`config.mk`:
```
export PLATFORM = sky130hd
export DESIGN_NAME = rcp_cmd_parser
export DESIGN_NICKNAME = d
export VERILOG_FILES = /design/src/verilog/rcp_cmd_parser.v /design/src/verilog/rcp_prefix_match.v
export VERILOG_INCLUDE_DIRS = /design/src /design/src/verilog
export SDC_FILE = /design/constraint.sdc
export NUM_CORES = 1
export LEC_CHECK = 0
export BUFFER_PORTS_ARGS = -buffer_cell sky130_fd_sc_hd__buf_4
export CORE_UTILIZATION = 45
export CTS_CLUSTER_SIZE = 20
export DETAILED_ROUTE_END_ITERATION = 7
export PLACE_DENSITY = 0.62
export REMOVE_ABC_BUFFERS = 1
export SYNTH_ARGS = -nofsm -noshare
export SYNTH_HDL_FRONTEND = slang
export SYNTH_SLANG_ARGS = --single-unit
```
`constraint.sdc`:
```
create_clock -name clk -period 3.4 [get_ports clk]
set_clock_uncertainty 0.15 [all_clocks]
set_input_delay 0.17 -clock clk [delete_from_list [all_inputs] [get_ports clk]]
set_output_delay 0.17 -clock clk [all_outputs]
set_load 0.01 [all_outputs]
```
`src/verilog/rcp_map.vh`:
```
/*
 * Constants for the remote command parser: character codes, frame layout,
 * mode numbers, parameter limits and reset values of the settings.
 * Assumes it is included by bare name from the design files.
 */
`ifndef RCP_MAP_VH
`define RCP_MAP_VH

// frame characters
`define RCP_CH_SP      8'h20
`define RCP_CH_CR      8'h0d
`define RCP_CH_LF      8'h0a
`define RCP_CH_DOT     8'h2e
`define RCP_CH_ZERO    8'h30
`define RCP_CH_NINE    8'h39

// keyword prefixes, first character in the top byte
`define RCP_OUT_LEN    10
`define RCP_OUT_PAT    80'h6f75745f6d6f64655f30
`define RCP_IN_LEN     9
`define RCP_IN_PAT     72'h696e5f6d6f64655f30

// mode numbers carried by the last keyword digit
`define RCP_MODE_SP    8'h31
`define RCP_MODE_TUNE  8'h32
`define RCP_MODE_PROG  8'h33
`define RCP_MODE_SRC   8'h34
`define RCP_MODE_RUN   8'h35

// highest legal parameter per mode
`define RCP_MAX_SP     4'h2
`define RCP_MAX_TUNE   4'h2
`define RCP_MAX_BIT    4'h1

// setting reset values
`define RCP_RST_SP     2'h0
`define RCP_RST_TUNE   2'h0

// parser states
`define RCP_PS_KW      2'h0
`define RCP_PS_PRM     2'h1
`define RCP_PS_DROP    2'h2

// reply states
`define RCP_TS_IDLE    2'h0
`define RCP_TS_DIG     2'h1
`define RCP_TS_LF      2'h2

`endif

```
`src/verilog/rcp_cmd_parser.v`:
```
/*
 * Remote command parser of the recirculating cooler: takes received frame
 * bytes, decodes mode setting and mode query commands, holds the settings,
 * the run state and the reply stream.
 * Assumes rx bytes come from a serial receiver on clk, one per strobe,
 * and that the storage outside answers nv_* from power on.
 */
`timescale 1ns/1ps
`include "rcp_map.vh"

module rcp_cmd_parser (
  input  wire       clk,
  input  wire       rst_n,
  input  wire       rx_valid,
  input  wire [7:0] rx_data,
  output reg        tx_valid_ff,
  output reg  [7:0] tx_data_ff,
  input  wire       tx_ready,
  input  wire       serial_setpoint,
  input  wire       local_run,
  input  wire       alarm_active,
  input  wire [1:0] nv_sp_sel,
  input  wire [1:0] nv_tune,
  input  wire       nv_prog_current,
  input  wire       nv_ext_ctrl,
  output reg        nv_write_ff,
  output reg  [1:0] sp_sel_ff,
  output reg  [1:0] tune_ff,
  output reg        prog_current_ff,
  output reg        ext_ctrl_ff,
  output reg        run_ff,
  output reg        remote_stop_ff,
  output reg        alarm_contact_ff,
  output reg        valve_on_ff,
  output reg        frame_drop_ff
);

  reg        rst_s1_ff;
  reg        rst_s2_ff;
  reg  [1:0] ps_ff;
  reg  [3:0] val_ff;
  reg        has_dig_ff;
  reg        in_frac_ff;
  reg        frac_nz_ff;
  reg  [1:0] ts_ff;
  reg        load_ff;
  reg        remote_ff;

  wire       out_hit;
  wire       in_hit;
  wire [7:0] out_dig;
  wire [7:0] in_dig;
  wire       is_cr;
  wire       is_sp;
  wire       is_dig;
  wire       is_dot;
  wire       match_stb;
  wire       match_clr;
  wire [3:0] dig_val;

  reg        do_set;
  reg        do_query;
  reg        do_drop;
  reg  [3:0] lim;
  reg  [7:0] q_val;
  reg  [7:0] mode;

  ////////////////////////////////////////////////////////////////////////////
  // reset release
  always @(posedge clk or negedge rst_n) begin
    if (!rst_n) begin
      rst_s1_ff <= 1'b0;
      rst_s2_ff <= 1'b0;
    end else begin
      rst_s1_ff <= 1'b1;
      rst_s2_ff <= rst_s1_ff;
    end
  end

  ////////////////////////////////////////////////////////////////////////////
  // character classes
  assign is_cr  = (rx_data == `RCP_CH_CR);
  assign is_sp  = (rx_data == `RCP_CH_SP);
  assign is_dot = (rx_data == `RCP_CH_DOT);
  assign is_dig = (rx_data >= `RCP_CH_ZERO) && (rx_data <= `RCP_CH_NINE);
  assign dig_val = rx_data[3:0];

  assign match_stb = rx_valid && (ps_ff == `RCP_PS_KW) && !is_cr && !is_sp;
  assign match_clr = rx_valid && is_cr;

  rcp_prefix_match #(
    .LEN (`RCP_OUT_LEN),
    .PAT (`RCP_OUT_PAT)
  ) u_out_match (
    .clk   (clk),
    .rst_n (rst_s2_ff),
    .clr   (match_clr),
    .stb   (match_stb),
    .ch    (rx_data),
    .hit   (out_hit),
    .digit (out_dig)
  );

  rcp_prefix_match #(
    .LEN (`RCP_IN_LEN),
    .PAT (`RCP_IN_PAT)
  ) u_in_match (
    .clk   (clk),
    .rst_n (rst_s2_ff),
    .clr   (match_clr),
    .stb   (match_stb),
    .ch    (rx_data),
    .hit   (in_hit),
    .digit (in_dig)
  );

  ////////////////////////////////////////////////////////////////////////////
  // frame decision at the carriage return
  always @* begin
    do_set   = 1'b0;
    do_query = 1'b0;
    do_drop  = 1'b0;
    mode     = out_hit ? out_dig : in_dig;
    case (mode)
      `RCP_MODE_SP:   lim = `RCP_MAX_SP;
      `RCP_MODE_TUNE: lim = `RCP_MAX_TUNE;
      default:        lim = `RCP_MAX_BIT;
    endcase
    case (mode)
      `RCP_MODE_SP:   q_val = {6'h00, sp_sel_ff};
      `RCP_MODE_TUNE: q_val = {6'h00, tune_ff};
      `RCP_MODE_PROG: q_val = {7'h00, prog_current_ff};
      `RCP_MODE_SRC:  q_val = {7'h00, ext_ctrl_ff};
      default:        q_val = {7'h00, run_ff};
    endcase
    if (rx_valid && is_cr) begin
      if (ps_ff == `RCP_PS_DROP) begin
        do_drop = 1'b1;
      end else if (out_hit && (mode >= `RCP_MODE_SP) && (mode <= `RCP_MODE_RUN)
                   && has_dig_ff && !frac_nz_ff && (val_ff <= lim)) begin
        // out of remote the frame is ignored
        do_set = remote_ff;
      end else if (in_hit && (mode >= `RCP_MODE_SP) && (mode <= `RCP_MODE_RUN)
                   && !has_dig_ff && !in_frac_ff) begin
        // a query during a running reply is lost, not queued
        do_query = (ts_ff == `RCP_TS_IDLE);
      end else begin
        do_drop = 1'b1;
      end
    end
  end

  ////////////////////////////////////////////////////////////////////////////
  // frame structure walk
  always @(posedge clk or negedge rst_s2_ff) begin
    if (!rst_s2_ff) begin
      ps_ff      <= `RCP_PS_KW;
      val_ff     <= 4'h0;
      has_dig_ff <= 1'b0;
      in_frac_ff <= 1'b0;
      frac_nz_ff <= 1'b0;
    end else if (rx_valid) begin
      if (is_cr) begin
        ps_ff      <= `RCP_PS_KW;
        val_ff     <= 4'h0;
        has_dig_ff <= 1'b0;
        in_frac_ff <= 1'b0;
        frac_nz_ff <= 1'b0;
      end else begin
        case (ps_ff)
          `RCP_PS_KW: begin
            if (is_sp) begin
              ps_ff <= `RCP_PS_PRM;
            end
          end
          `RCP_PS_PRM: begin
            if (is_dig) begin
              has_dig_ff <= 1'b1;
              if (in_frac_ff) begin
                if (dig_val != 4'h0) begin
                  frac_nz_ff <= 1'b1;
                end
              end else if (val_ff != 4'h0) begin
                // saturate: two significant digits exceed every limit
                val_ff <= 4'hf;
              end else begin
                val_ff <= dig_val;
              end
            end else if (is_dot && !in_frac_ff) begin
              in_frac_ff <= 1'b1;
            end else begin
              ps_ff <= `RCP_PS_DROP;
            end
          end
          default: begin
            ps_ff <= `RCP_PS_DROP;
          end
        endcase
      end
    end
  end

  ////////////////////////////////////////////////////////////////////////////
  // settings and run state
  always @(posedge clk or negedge rst_s2_ff) begin
    if (!rst_s2_ff) begin
      load_ff         <= 1'b1;
      remote_ff       <= 1'b0;
      sp_sel_ff       <= `RCP_RST_SP;
      tune_ff         <= `RCP_RST_TUNE;
      prog_current_ff <= 1'b0;
      ext_ctrl_ff     <= 1'b0;
      run_ff          <= 1'b0;
      remote_stop_ff  <= 1'b0;
      nv_write_ff     <= 1'b0;
      frame_drop_ff   <= 1'b0;
      alarm_contact_ff <= 1'b0;
      valve_on_ff     <= 1'b0;
    end else begin
      load_ff       <= 1'b0;
      nv_write_ff   <= 1'b0;
      frame_drop_ff <= do_drop;
      remote_ff     <= serial_setpoint;
      alarm_contact_ff <= alarm_active;
      valve_on_ff   <= run_ff;
      if (load_ff) begin
        sp_sel_ff       <= nv_sp_sel;
        tune_ff         <= nv_tune;
        prog_current_ff <= nv_prog_current;
        ext_ctrl_ff     <= nv_ext_ctrl;
      end else if (do_set) begin
        case (mode)
          `RCP_MODE_SP: begin
            sp_sel_ff   <= val_ff[1:0];
            nv_write_ff <= 1'b1;
          end
          `RCP_MODE_TUNE: begin
            tune_ff     <= val_ff[1:0];
            nv_write_ff <= 1'b1;
          end
          `RCP_MODE_PROG: begin
            prog_current_ff <= val_ff[0];
            nv_write_ff     <= 1'b1;
          end
          `RCP_MODE_SRC: begin
            ext_ctrl_ff <= val_ff[0];
            nv_write_ff <= 1'b1;
          end
          default: begin
            run_ff         <= val_ff[0];
            remote_stop_ff <= !val_ff[0];
          end
        endcase
      end
      if (serial_setpoint && !remote_ff) begin
        run_ff         <= 1'b0;
        remote_stop_ff <= 1'b1;
      end else if (!serial_setpoint) begin
        run_ff         <= local_run;
        remote_stop_ff <= 1'b0;
      end
    end
  end

  ////////////////////////////////////////////////////////////////////////////
  // reply stream
  always @(posedge clk or negedge rst_s2_ff) begin
    if (!rst_s2_ff) begin
      ts_ff       <= `RCP_TS_IDLE;
      tx_valid_ff <= 1'b0;
      tx_data_ff  <= 8'h00;
    end else begin
      case (ts_ff)
        `RCP_TS_IDLE: begin
          if (do_query) begin
            tx_data_ff  <= `RCP_CH_ZERO + q_val;
            tx_valid_ff <= 1'b1;
            ts_ff       <= `RCP_TS_DIG;
          end
        end
        `RCP_TS_DIG: begin
          if (tx_ready) begin
            tx_data_ff <= `RCP_CH_LF;
            ts_ff      <= `RCP_TS_LF;
          end
        end
        `RCP_TS_LF: begin
          if (tx_ready) begin
            tx_valid_ff <= 1'b0;
            tx_data_ff  <= 8'h00;
            ts_ff       <= `RCP_TS_IDLE;
          end
        end
        default: begin
          tx_valid_ff <= 1'b0;
          ts_ff       <= `RCP_TS_IDLE;
        end
      endcase
    end
  end

endmodule // rcp_cmd_parser

```
`src/verilog/rcp_prefix_match.v`:
```
/*
 * Matches a fixed keyword prefix character by character and captures the
 * one character that follows it.
 * Assumes the caller strobes each keyword character once and clears
 * between frames.
 */
`timescale 1ns/1ps

module rcp_prefix_match #(
  parameter            LEN = 9,
  parameter [8*LEN-1:0] PAT = {LEN{8'h00}}
) (
  input  wire       clk,
  input  wire       rst_n,
  input  wire       clr,
  input  wire       stb,
  input  wire [7:0] ch,
  output wire       hit,
  output wire [7:0] digit
);

  reg  [4:0] idx_ff;
  reg        ok_ff;
  reg  [7:0] digit_ff;

  ////////////////////////////////////////////////////////////////////////////
  always @(posedge clk or negedge rst_n) begin
    if (!rst_n) begin
      idx_ff   <= 5'h00;
      ok_ff    <= 1'b1;
      digit_ff <= 8'h00;
    end else if (clr) begin
      idx_ff   <= 5'h00;
      ok_ff    <= 1'b1;
      digit_ff <= 8'h00;
    end else if (stb) begin
      if (idx_ff < LEN) begin
        if (ch != PAT[8*(LEN-1-idx_ff) +: 8]) begin
          ok_ff <= 1'b0;
        end
      end else if (idx_ff == LEN) begin
        digit_ff <= ch;
      end else begin
        // longer keywords are not ours
        ok_ff <= 1'b0;
      end
      if (idx_ff != 5'h1f) begin
        idx_ff <= idx_ff + 5'h01;
      end
    end
  end

  assign hit   = ok_ff && (idx_ff == LEN + 1);
  assign digit = digit_ff;

endmodule // rcp_prefix_match
```
# Word level (Yosys, flattened, before mapping)
# Cells that the tools add are included.
dict set report word_totals {
  mem_bits_rw 0
  register_bits 64
  mem_count 0
  mem_bits_ro 0
  latch_bits 0
  in_bits 21
}
dict set report op_classes {
  n_eq_ne 36
  reduce_logical 66
  addsub 5
  mul 0
  bitwise_logic 1
  div_mod_pow 0
  n_lt_le_gt_ge 7
  muxes 96
  shifts 2
}
# cell n
set op_table {}
lappend op_table {{two-way mux 8 bit} 12}
lappend op_table {{variable part select 80 x 33 -> 8 bit, first input constant} 1}
lappend op_table {{variable part select 72 x 33 -> 8 bit, first input constant} 1}
lappend op_table {{two-way mux 1 bit} 54}
lappend op_table {{== test 8 x 6 -> 1 bit, second input constant} 6}
lappend op_table {{two-way mux 5 bit} 6}
lappend op_table {{nonzero test 2 bit} 15}
lappend op_table {{two-way mux 2 bit} 14}
lappend op_table {{case mux 8 bit (3 select lines)} 1}
lappend op_table {{AND reduction 3 bit} 8}
lappend op_table {{== test 5 x 4 -> 1 bit, second input constant} 4}
lappend op_table {{two-way mux 4 bit} 5}
lappend op_table {{logical AND 1 bit} 18}
lappend op_table {{>= comparator 8 x 6 -> 1 bit, second input constant} 2}
lappend op_table {{less-or-equal comparator 8 x 6 -> 1 bit, second input constant} 2}
lappend op_table {{inequality test 8 bit} 2}
lappend op_table {{AND reduction 4 bit} 4}
lappend op_table {{inequality test 3 bit, second input constant} 5}
lappend op_table {{inequality test 2 bit, second input constant} 6}
lappend op_table {{inequality test 3 x 2 -> 1 bit, second input constant} 4}
lappend op_table {{AND reduction 2 bit} 6}
lappend op_table {{subtractor 4 x 5 -> 6 bit, first input constant} 2}
lappend op_table {{adder 5 x 1 -> 5 bit, second input constant} 2}
lappend op_table {{< comparator 5 x 4 -> 1 bit, second input constant} 2}
lappend op_table {{other kinds (20)} 31}

# Logic depth before layout (Yosys ltp)
# Gate-level depths: netlist of the first run.
dict set report logic_depth {
  ltp_word 16
  ltp_mapped 11
}

# Hierarchy
# Synthesis of the first run repeated with hierarchy kept, for this count alone.
dict set report unflattened {
  hier_cells 497
  area_unflattened_um2 4371.7
}
# module area_per_inst_um2 cells_per_inst instances
set modules_own_cells {}
lappend modules_own_cells {rcp_cmd_parser 2072.0 230 1}
lappend modules_own_cells {{rcp_prefix_match (u_in_match)} 1257.5 152 1}
lappend modules_own_cells {{rcp_prefix_match (u_out_match)} 1042.2 115 1}

# Least setup slack after synthesis of the first run
# No wires, ideal clock.
dict set report synth_path {
  path_type {register to register}
  startpoint {register u_out_match.idx_ff[2]}
  endpoint {register prog_current_ff}
  stages_incl_launch_ff 11
  synth_period_minus_slack_ns 3.054
  required_time_ns 3.125
  t_arrival_ns 2.779
  setup_slack_ns 0.346
  setup_ns 0.125
  path_buffers 0
  cell_sequence {dfrtp_1 -> or3b_4 -> nor2_1 -> and3_1 -> a31oi_1 -> ha_1 -> and2_1 -> a311o_1 -> nand4_1 -> mux2_1 -> mux2_4}
}
dict set report synth_between {
  elab_chain_len 14
}
# item line
set synth_lines {}
lappend synth_lines {{start, declared} rcp_prefix_match.v:22} ;# reg [4:0] idx_ff;
lappend synth_lines {{start signal, assigned} rcp_prefix_match.v:48} ;# idx_ff <= idx_ff + 5'h01;
lappend synth_lines {{== test 5 x 4 -> 1 bit (*)} rcp_prefix_match.v:53} ;# assign hit = ok_ff && (idx_ff == LEN + 1);
lappend synth_lines {{logical AND 1 bit (*)} rcp_prefix_match.v:53}
lappend synth_lines {{branches (longest 11 deep; another with less-or-equal comparator 4 bit)} n/a}
lappend synth_lines {{AND reduction 2 bit (no line) (*)} n/a}
lappend synth_lines {{end signal, assigned} rcp_cmd_parser.v:229} ;# prog_current_ff <= nv_prog_current;
lappend synth_lines {{end signal, assigned} rcp_cmd_parser.v:242} ;# prog_current_ff <= val_ff[0];
lappend synth_lines {{end, declared} rcp_cmd_parser.v:29} ;# output reg prog_current_ff,
# Mark *: on every way between the ends.
# A chain may end at the register's enable or synchronous reset.

# Worst setup path in the final report of the first run
dict set report layout_path {
  startpoint {register u_out_match.idx_ff[3]}
  endpoint {register prog_current_ff}
}
# The elaborated chain is that of the path after synthesis.

==> results of run 1 <==
[cells in the final DEF, fill, tap and decap left out, types with 6 or more instances in the layout]
cell type and n:
nor3_1 17, a31oi_1 9, nor4_1 6, o21ai_0 40, xnor2_1 11, mux2i_1 8, nand2_1 33, nand4_1 13
dlygate4sd3_1 13, nand3_1 17, nand2b_1 13, and3_1 8, nor3b_1 7, dfrtp_1 56, buf_4 50, mux2_2 11
a21oi_1 20, clkbuf_8 10, inv_1 21, o31ai_1 7, nor2_1 35, nor2b_1 8, ha_1 15
[worst paths after layout]
kind,start,end,slack [ps],cells past startpoint
max,u_out_match.idx_ff[3],prog_current_ff,170,10
min,rx_data[6],u_out_match.digit[6],20,2
max reg2reg,u_out_match.idx_ff[3],prog_current_ff,170,10
min reg2reg,rst_s1_ff,rst_s2_ff,200,0
max in group asynchronous,rst_s2_ff,u_out_match.ok_ff,1960,1
min in group asynchronous,rst_s2_ff,remote_ff,280,0
[kinds of logic (layout without fill, tap and decap cells)]
| group | after synthesis | after routing | synth area share [%] |
|---|---|---|---|
| adder cells (fa/ha/maj) | 15 | 15 | 4.32 |
| AO/OA/AOI/OAI | 122 | 122 | 18.7 |
| multiplexers | 23 | 23 | 5.99 |
| flip-flops | 60 | 60 | 34.6 |
| AND/OR/NAND/NOR | 201 | 201 | 27.2 |
| XOR/XNOR | 15 | 15 | 3.02 |
| other | 2 | 5 | 0.173 |
| buffers and inverters | 59 | 101 | 5.93 |
[flip-flops by register name, indices dropped and copies added, names as in the netlist, 4 cells and up]
register and count:
u_out_match.idx_ff 5, u_in_match.idx_ff 5, u_in_match.digit 8, val_ff 4, tx_data_ff 4, u_out_match.digit 8
[synth_stat cells (5+ instances only)]
master,n
a211oi_1,5
a21oi_1,20
a31oi_1,9
and2_1,5
and3_1,8
buf_4,7
clkbuf_1,26
dfrtp_1,57
ha_1,15
inv_1,21
mux2_2,11
mux2i_1,8
nand2_1,33
nand2b_1,13
nand3_1,17
nand4_1,13
nand4b_1,5
nor2_1,35
nor2b_1,8
nor3_1,17
nor3b_1,7
nor4_1,6
o21ai_0,40
o31ai_1,7
xnor2_1,11
[final cells by class]
| class | instances | area (sq um) |
|---|---|---|
| Multi-Input combinational cell | 381 | 2600 |
| Clock inverter | 6 | 62.6 |
| Inverter | 22 | 82.6 |
| Clock buffer | 10 | 138 |
| Fill cell | 891 | 4230 |
| Sequential cell | 60 | 1510 |
| Tap cell | 129 | 161 |
| Timing Repair Buffer | 63 | 505 |
[per-layer routing]
| layer | track usage, % | vias to the layer above | wire length (um) |
|---|---|---|---|
| li1 | - | 1903 | - |
| met2 | 38.1 | 91 | 5340 |
| met3 | 3.27 | 14 | 401 |
| met1 | 28.6 | 1814 | 4780 |
| met5 | 0 | - | 0 |
| met4 | 8.14 | 0 | 148 |
[stage by stage]
step	power, mW	worst slack (ps)	std cells	hold slack [ps]
2_1_floorplan	1.63	262	463	-276
3_3_place_gp	1.90	307	642	-198
3_5_place_dp	1.92	220	642	-196
4_1_cts	2.60	194	671	3.82
5_1_grt	2.78	62.9	671	13.9
6_report	2.59	169	671	18.8
[power by group through the flow]
stage / Sequential [mW] / Clock (mW) / Combinational, mW
final: 0.841 / 0.667 / 1.08
after global routing: 0.853 / 0.708 / 1.22
after CTS: 0.843 / 0.679 / 1.08
after detailed placement: 0.857 / 0 / 1.06
after global placement: 0.855 / 0 / 1.05
after floorplan: 0.896 / 0 / 0.733
[critical path: stages (launching register included)]
cell,delay [ps]
dfrtp_1,540
or3b_4,480
nor2_1,160
and3_1,160
a31oi_1,40
ha_1,290
and2_1,170
a311o_1,420
nand4_1,120
mux2_1,320
mux2_4,250
[timing repair]
| action | CTS | global route |
|---|---|---|
| endpoints found under the hold margin | 15 | 0 |
| gates resized for setup | 0 | 0 |
| hold buffers | 13 | 0 |
| setup buffers | 0 | 0 |
==> metrics.txt, run 1 <==
Hold Crit Class in2reg; share of post-route cells with drive strength above 1 18.6%; layout net count 573; die area 0.0101 sq mm; area fraction of the dominant cell type after synthesis 32.8%; Crit Path Category reg2reg; worst-path fanout max 11; crit path time final 3230 ps; GRT Total Usage 22.3%; P_int 1.60 mW; global placer's final weighted congestion 0.854; std cell rows 35; maxcap violations 0; maximum vdd drop 0.287 mV; final setup TNS 0 ps; flops & latches, synth 60; Clock Latency Late Sink 350 ps; CTS max path bufs 2; CTS Buf Count 9; Root Buffer clkbuf_8; area of placed instances 0.00472 sq mm; EDFF count, synth 0; Final Hold Fails 0; num ports 42; static leakage 2.23 nW; routed vias 3822; Die W 100 um; combinational share of power 41.8%; Sw Ratio 38.4%; most common flop cell mapped by yosys dfrtp_1; CTS tree yes; Setup-failing EPs final 0; core area 0.00928 sq mm; finished layout cell area 0.00505 sq mm; DR vias/cell 5.70; height of the die 100 um; PortBufs 38; first-pass GRT wire length 17700 um; post-synth cell types 82; CTS Sinks 60; Net Switching 994 uW; Worst EP required 3480 ps; Reg power frac 32.5%; Clock Power Share 25.7%; total congestion overflow 0; initial antenna violation count 0; final core utilization 54.4%; initial DRC count 131; starting density of the core 46.8%; Slew HR 36.3%; number of global-route vias before repair 3627; dpl hpwl 7500 um; worst slew pin tran 956 ps; Mapped Area 0.00435 sq mm; Post-DRT Antenna Nets 0; CP endpoint kind flop; Pwr Density 513 mW/mm^2; Critical Path AT 3310 ps; Fmax achieved 310 MHz; htree depth 3; clock slew at reported path FFs 70 ps; Post-Route WL 10700 um; CP startpoint kind flop; syn_area_per_cell 8.75 sq um; synth top area cells dfrtp_1 33%, o21ai_0 4.6%, ha_1 4.3%; residual DRC count 0; Seq/Total Area, Yosys 34.6%; largest net degree at the start of global routing 44; area leader, netlist dfrtp_1; Final period util 95.0%; status complete, no violations; async set-reset flop share out of synthesis 100%; routed wire length per instance 15.9 um; RSZ-0062 raised after global routing no; Area growth syn-to-layout 16.2%; number of diodes 0; Synth Warn # 0; Final Max Slew Viols 0; DR pass1 iterations 5; Mapped Cells 497
Note: power is estimated with default switching activity, not from simulation.
==> run 2, diff against run 1 <==
SETUP_SLACK_MARGIN = 0.3   (was not set)
==> run 2 against run 1 <==
Sequential power hardly changed; sequential share of layout area is 0.27 points lower; combinational power hardly changed; utilization is 0.58 points higher; register-to-register slack better by 280 ps; design area is 1.1% higher; global-route usage is 0.060 points higher; maximum frequency is 9.5% higher; final cell count is 0.60% higher; non-clock buffer count is 4 higher; hold slack worse by 4.0 ps; critical endpoint unchanged; highest routed layer unchanged.
==> metrics.txt, run 2 (same netlist as run 1, synthesis figures left out) <==
status complete, no violations; Worst EP required 3480 ps (about the same); static leakage 2.25 nW (+0.68%); post-route insts no fill 675 (+0.60%); Post-DRT Antenna Nets 0 (unchanged); Post-Route WL 10800 um (+0.83%); Root Buffer clkbuf_8; combinational share of power 42.0% (+0.2 points); layout net count 577 (+0.70%); fillers 883 (-0.90%); Reg-to-Reg Start u_out_match.digit[6]; CTS Sinks 60 (unchanged); clock slew at reported path FFs 70 ps (about the same); dpl hpwl 7500 um (unchanged); worst-path fanout max 2 (-9); Crit Path Category reg2reg; Critical Path AT 3040 ps (-270 ps); height of the die 100 um (unchanged); maxcap violations 0 (unchanged); GRT Total Usage 22.4% (+0.060 points); Clock Power Share 25.6% (about the same); Worst R2R End prog_current_ff; Final Max Slew Viols 0 (unchanged); CP endpoint kind flop; share of post-route cells with drive strength above 1 20.3% (+1.7 points); die area 0.0101 sq mm (unchanged); worst slew pin tran 967 ps (+10.5 ps); crit path time final 2950 ps (-279 ps); Critical Path End prog_current_ff; DR vias/cell 5.76 (+1.2%); CTS Buf Count 9 (unchanged); RSZ-0062 raised after global routing no; starting density of the core 46.8% (unchanged); Fmax achieved 339 MHz (+9.5%); Final Hold Fails 0 (unchanged); Sequential Area 0.00151 sq mm (+0.17%); final setup TNS 0 ps (unchanged); CTS tree yes; Final period util 86.8% (-8.2 points); number of global-route vias before repair 3641 (+0.39%); CP startpoint kind flop; Post-Place Cells 642 (unchanged); global placer's final weighted congestion 0.854 (unchanged); Slew HR 35.6% (-0.70 points); most frequent cells in the layout 54 x dfrtp_1, 54 x buf_4, 40 x o21ai_0, 34 x nor2_1, 33 x nand2_1; area of the multi-input gates 0.00262 sq mm (+0.82%); residual DRC count 0 (unchanged); PortBufs 38 (unchanged); Area growth syn-to-layout 17.4%; P_int 1.60 mW (+0.32%); Reg power frac 32.4% (about the same); total congestion overflow 0 (unchanged); flop-to-flop setup slack 450 ps (+280 ps); routed wire length per instance 15.9 um (+0.24%); num ports 42 (unchanged); routed vias 3889 (+1.8%); std cell rows 35 (unchanged); initial DRC count 156 (+19%); crit path from u_out_match.digit[6]; number of diodes 0 (unchanged); Pwr Density 508 mW/mm^2 (-0.97%); Die W 100 um (unchanged); Sw Ratio 38.2% (-0.15 points); maximum vdd drop 0.287 mV (-0.22%); DR pass1 iterations 4 (-1); Setup-failing EPs final 0 (unchanged); CTS max path bufs 2 (unchanged); initial antenna violation count 0 (unchanged); length in cells of the worst reg-to-reg path 10 (unchanged); Hold Crit Class in2reg; core area 0.00928 sq mm (unchanged); Net Switching 991 uW (-0.30%); largest net degree at the start of global routing 44 (unchanged); htree depth 3 (unchanged); Clock Latency Late Sink 350 ps (about the same); first-pass GRT wire length 17800 um (+0.27%)
## run 2: how the worst min path moves through the flow
stage,start,end,slack (ps),cells past startpoint
floorplan,rst_n,rst_s1_ff,-280,0
global placement,rst_n,rst_s1_ff,-200,1
detailed placement,rst_n,rst_s1_ff,-200,1
CTS,rx_data[5],u_out_match.digit[5],4,2
global route,rx_data[6],u_out_match.digit[6],20,2
finish,rx_data[5],u_out_match.digit[5],10,2
## run 2: critical path, cell delays in order, from the launching register on
cell     delay (ps)
dfrtp_1         380
or4bb_4         560
nor2_2          120
and3_1          150
a31oi_1          40
ha_1            290
and2_1          170
a311o_1         300
nand4_1          90
mux2_1          320
mux2_4          250
## run 2: per-stage QoR
step	power (mW)	util (%)	hold WS, ps	worst slack (ps)	area [sq um]
2_1_floorplan	1.63	-	-276	262	4180
3_3_place_gp	1.90	50.9	-198	307	4720
3_5_place_dp	1.92	50.9	-196	220	4720
4_1_cts	2.60	54.5	3.82	342	5060
5_1_grt	2.79	55.0	18.3	315	5110
6_report	2.59	55.0	14.8	448	5110
## run 2: power groups by stage
stage | Sequential (mW) | Combinational (mW) | Clock, mW
final | 0.840 | 1.09 | 0.663
after floorplan | 0.896 | 0.733 | 0
after global routing | 0.851 | 1.23 | 0.708
after global placement | 0.855 | 1.05 | 0
after CTS | 0.844 | 1.08 | 0.679
after detailed placement | 0.857 | 1.06 | 0
## run 2: timing repair
action,in CTS,in global routing
hold buffers,13,0
pin swaps,1,0
gates resized for setup,2,6
hold endpoints to repair,15,0
setup buffers,1,3
endpoints found under the setup margin,1,13
## run 2: cell type report
| cell class | instances | share of cell area [%] |
|---|---|---|
| inverter | 22 | 1.62 |
| multi-input combinational | 381 | 51.3 |
| timing repair buffer | 67 | 10.5 |
| tap | 129 | 3.16 |
| sequential | 60 | 29.6 |
| clock buffer | 10 | 2.70 |
| clock inverter | 6 | 1.23 |
## run 2: per-layer routing
metal | share of wire, % | global-route usage, %
met1 | 44 | 28.7
met2 | 50 | 38.4
met3 | 4.4 | 3.20
met4 | 1.7 | 8.03
met5 | 0 | 0
==> run 3, diff against run 2 <==
GPL_TIMING_DRIVEN = 0   (was not set)
==> run 3 against run 2 <==
Wire length down 2.7%; global-route usage down 0.53 points; sequential share of layout area down 0.19 points; sequential power up 6.9%; combinational power down 6%; design area up 0.98%; worst setup slack worse by 150 ps; total power down 1.1%; first-iteration DRC count up 28%; utilization up 0.54 points; sequential cell count unchanged; critical path depth unchanged; largest power group unchanged; highest routed layer unchanged.
==> metrics.txt, run 3 (same netlist as run 1, synthesis figures left out) <==
met1 Use GR 28.0% (-0.65 points); crit path from u_out_match.digit[7]; Clock Latency Late Sink 350 ps (about the same); Slew HR 46.2% (+11 points); Critical Path End prog_current_ff; Worst R2R End prog_current_ff; Post-Route WL 10500 um (-2.7%); most frequent cells in the layout 50 x dfrtp_1, 49 x buf_4, 40 x o21ai_0, 33 x nor2_1, 31 x nand2_1; global placer's final weighted congestion 0.838 (-1.9%); static leakage 2.25 nW (+0.26%); die area 0.0101 sq mm (unchanged); std cell rows 35 (unchanged); Net Switching 979 uW (-1.3%); initial DRC count 200 (+28%); final core utilization 55.5% (+0.54 points); Worst EP required 3480 ps (about the same); maxcap violations 0 (unchanged); Clock Power Share 25.1% (-0.5 points); finished layout cell area 0.00516 sq mm (+0.98%); worst slew pin tran 805 ps (-162 ps); Root Buffer clkbuf_8; Final Hold Fails 0 (unchanged); layout net count 575 (-0.35%); residual DRC count 0 (unchanged); core area 0.00928 sq mm (unchanged); status complete, no violations; routed vias 3875 (-0.36%); clock slew at reported path FFs 70 ps (about the same); CP endpoint kind flop; RSZ-0062 raised after global routing yes; crit path time final 3100 ps (+151 ps); htree depth 3 (unchanged); largest net degree at the start of global routing 38 (-14%); GRT Total Usage 21.8% (-0.53 points); CTS max path bufs 2 (unchanged); commonest non-fill, non-tap cell in the layout dfrtp_1; DR pass1 iterations 4 (unchanged); initial antenna violation count 0 (unchanged); number of global-route vias before repair 3594 (-1.3%); CP startpoint kind flop; Area growth syn-to-layout 18.6%; Setup-failing EPs final 0 (unchanged); Reg power frac 35.0% (+2.6 points); maximum vdd drop 0.320 mV (+12%); CTS tree yes; total power 2.56 mW (-1.1%); number of diodes 0 (unchanged); combinational share of power 39.9% (-2.1 points); PortBufs 38 (unchanged); starting density of the core 46.8% (unchanged); routed wire length per instance 15.6 um (-2.3%); Reg-to-Reg Start u_out_match.digit[7]; Final period util 91.2% (+4.4 points); met3 Usage GRT 3.90% (+0.70 points); M2 GR Usage 36.8% (-1.6 points); height of the die 100 um (unchanged); Pwr Density 497 mW/mm^2 (-2.0%); dpl hpwl 7320 um (-2.3%); Fmax achieved 322 MHz (-4.9%); Crit Path Category reg2reg; DR vias/cell 5.77 (about the same); final setup TNS 0 ps (unchanged); num ports 42 (unchanged); Sw Ratio 38.2% (-0.081 points); flop-to-flop setup slack 300 ps (-150 ps); total congestion overflow 0 (unchanged); P_int 1.59 mW (-0.95%); area of placed instances 0.00467 sq mm (-1.1%); Final Max Slew Viols 0 (unchanged); length in cells of the worst reg-to-reg path 10 (unchanged); fillers 914 (+3.5%); Post-DRT Antenna Nets 0 (unchanged); CTS Sinks 60 (unchanged); GR peak layer met2; CTS Buf Count 9 (unchanged); share of post-route cells with drive strength above 1 22.7% (+2.3 points); worst-path fanout max 2 (unchanged); Hold Crit Class in2reg; first-pass GRT wire length 17500 um (-1.6%); Critical Path AT 3190 ps (+150 ps); Die W 100 um (unchanged)
## run 3: worst min path at each step
stage	from	end	slack, ps	cells past startpoint
3_5_place_dp	rst_n	rst_s1_ff	-200	1
6_report	rx_data[6]	u_out_match.digit[6]	7	2
5_1_grt	rx_data[5]	u_out_match.digit[5]	6	2
3_3_place_gp	rst_n	rst_s2_ff	-200	1
4_1_cts	rx_data[6]	u_out_match.digit[6]	0.002	2
2_1_floorplan	rst_n	rst_s1_ff	-280	0
## run 3: timing repair
action / CTS / global route
hold buffers: 13 / 0
endpoints found under the hold margin: 15 / 0
pin swaps: 1 / 6
buffers inserted: 1 / 11
resized for setup: 11 / 16
setup endpoints to repair: 11 / 20
## run 3: worst max-delay path, stage by stage (launching register included)
cell	delay, ps
dfrtp_1	390
or4bb_4	570
nor2_4	120
and3_1	160
a31oi_1	50
ha_1	340
and2_4	160
a311o_2	380
nand4_1	100
mux2_1	320
mux2_4	250
## run 3: routing by layer
layer,up-vias,wire (um)
li1,1899,-
met1,1871,4860
met2,90,5070
met3,15,345
met4,0,192
met5,-,0
## run 3: layout make-up
| class | instances | area [sq um] | share of cell area [%] |
|---|---|---|---|
| multi-input combinational | 381 | 2670 | 51.7 |
| sequential | 60 | 1510 | 29.4 |
| timing repair buffer | 65 | 541 | 10.5 |
| tap | 129 | 161 | 3.13 |
| clock buffer | 10 | 138 | 2.67 |
| inverter | 22 | 82.6 | 1.60 |
| clock inverter | 5 | 52.6 | 1.02 |
## run 3: power groups by stage
stage	sequential (mW)	combinational (mW)	clock [mW]
after detailed placement	0.933	0.940	0
after floorplan	0.896	0.733	0
after CTS	0.922	0.963	0.657
after global routing	0.913	1.13	0.698
final	0.898	1.02	0.644
after global placement	0.937	0.911	0
## run 3: metrics by stage
stage                     hold WS, ps  std cells  setup slack (ps)
after floorplan                  -276        463               262
after global placement           -198        630              -258
after detailed placement         -196        632              -206
after CTS                     0.00211        661               218
after global routing             6.12        672               195
final                            6.60        672               298
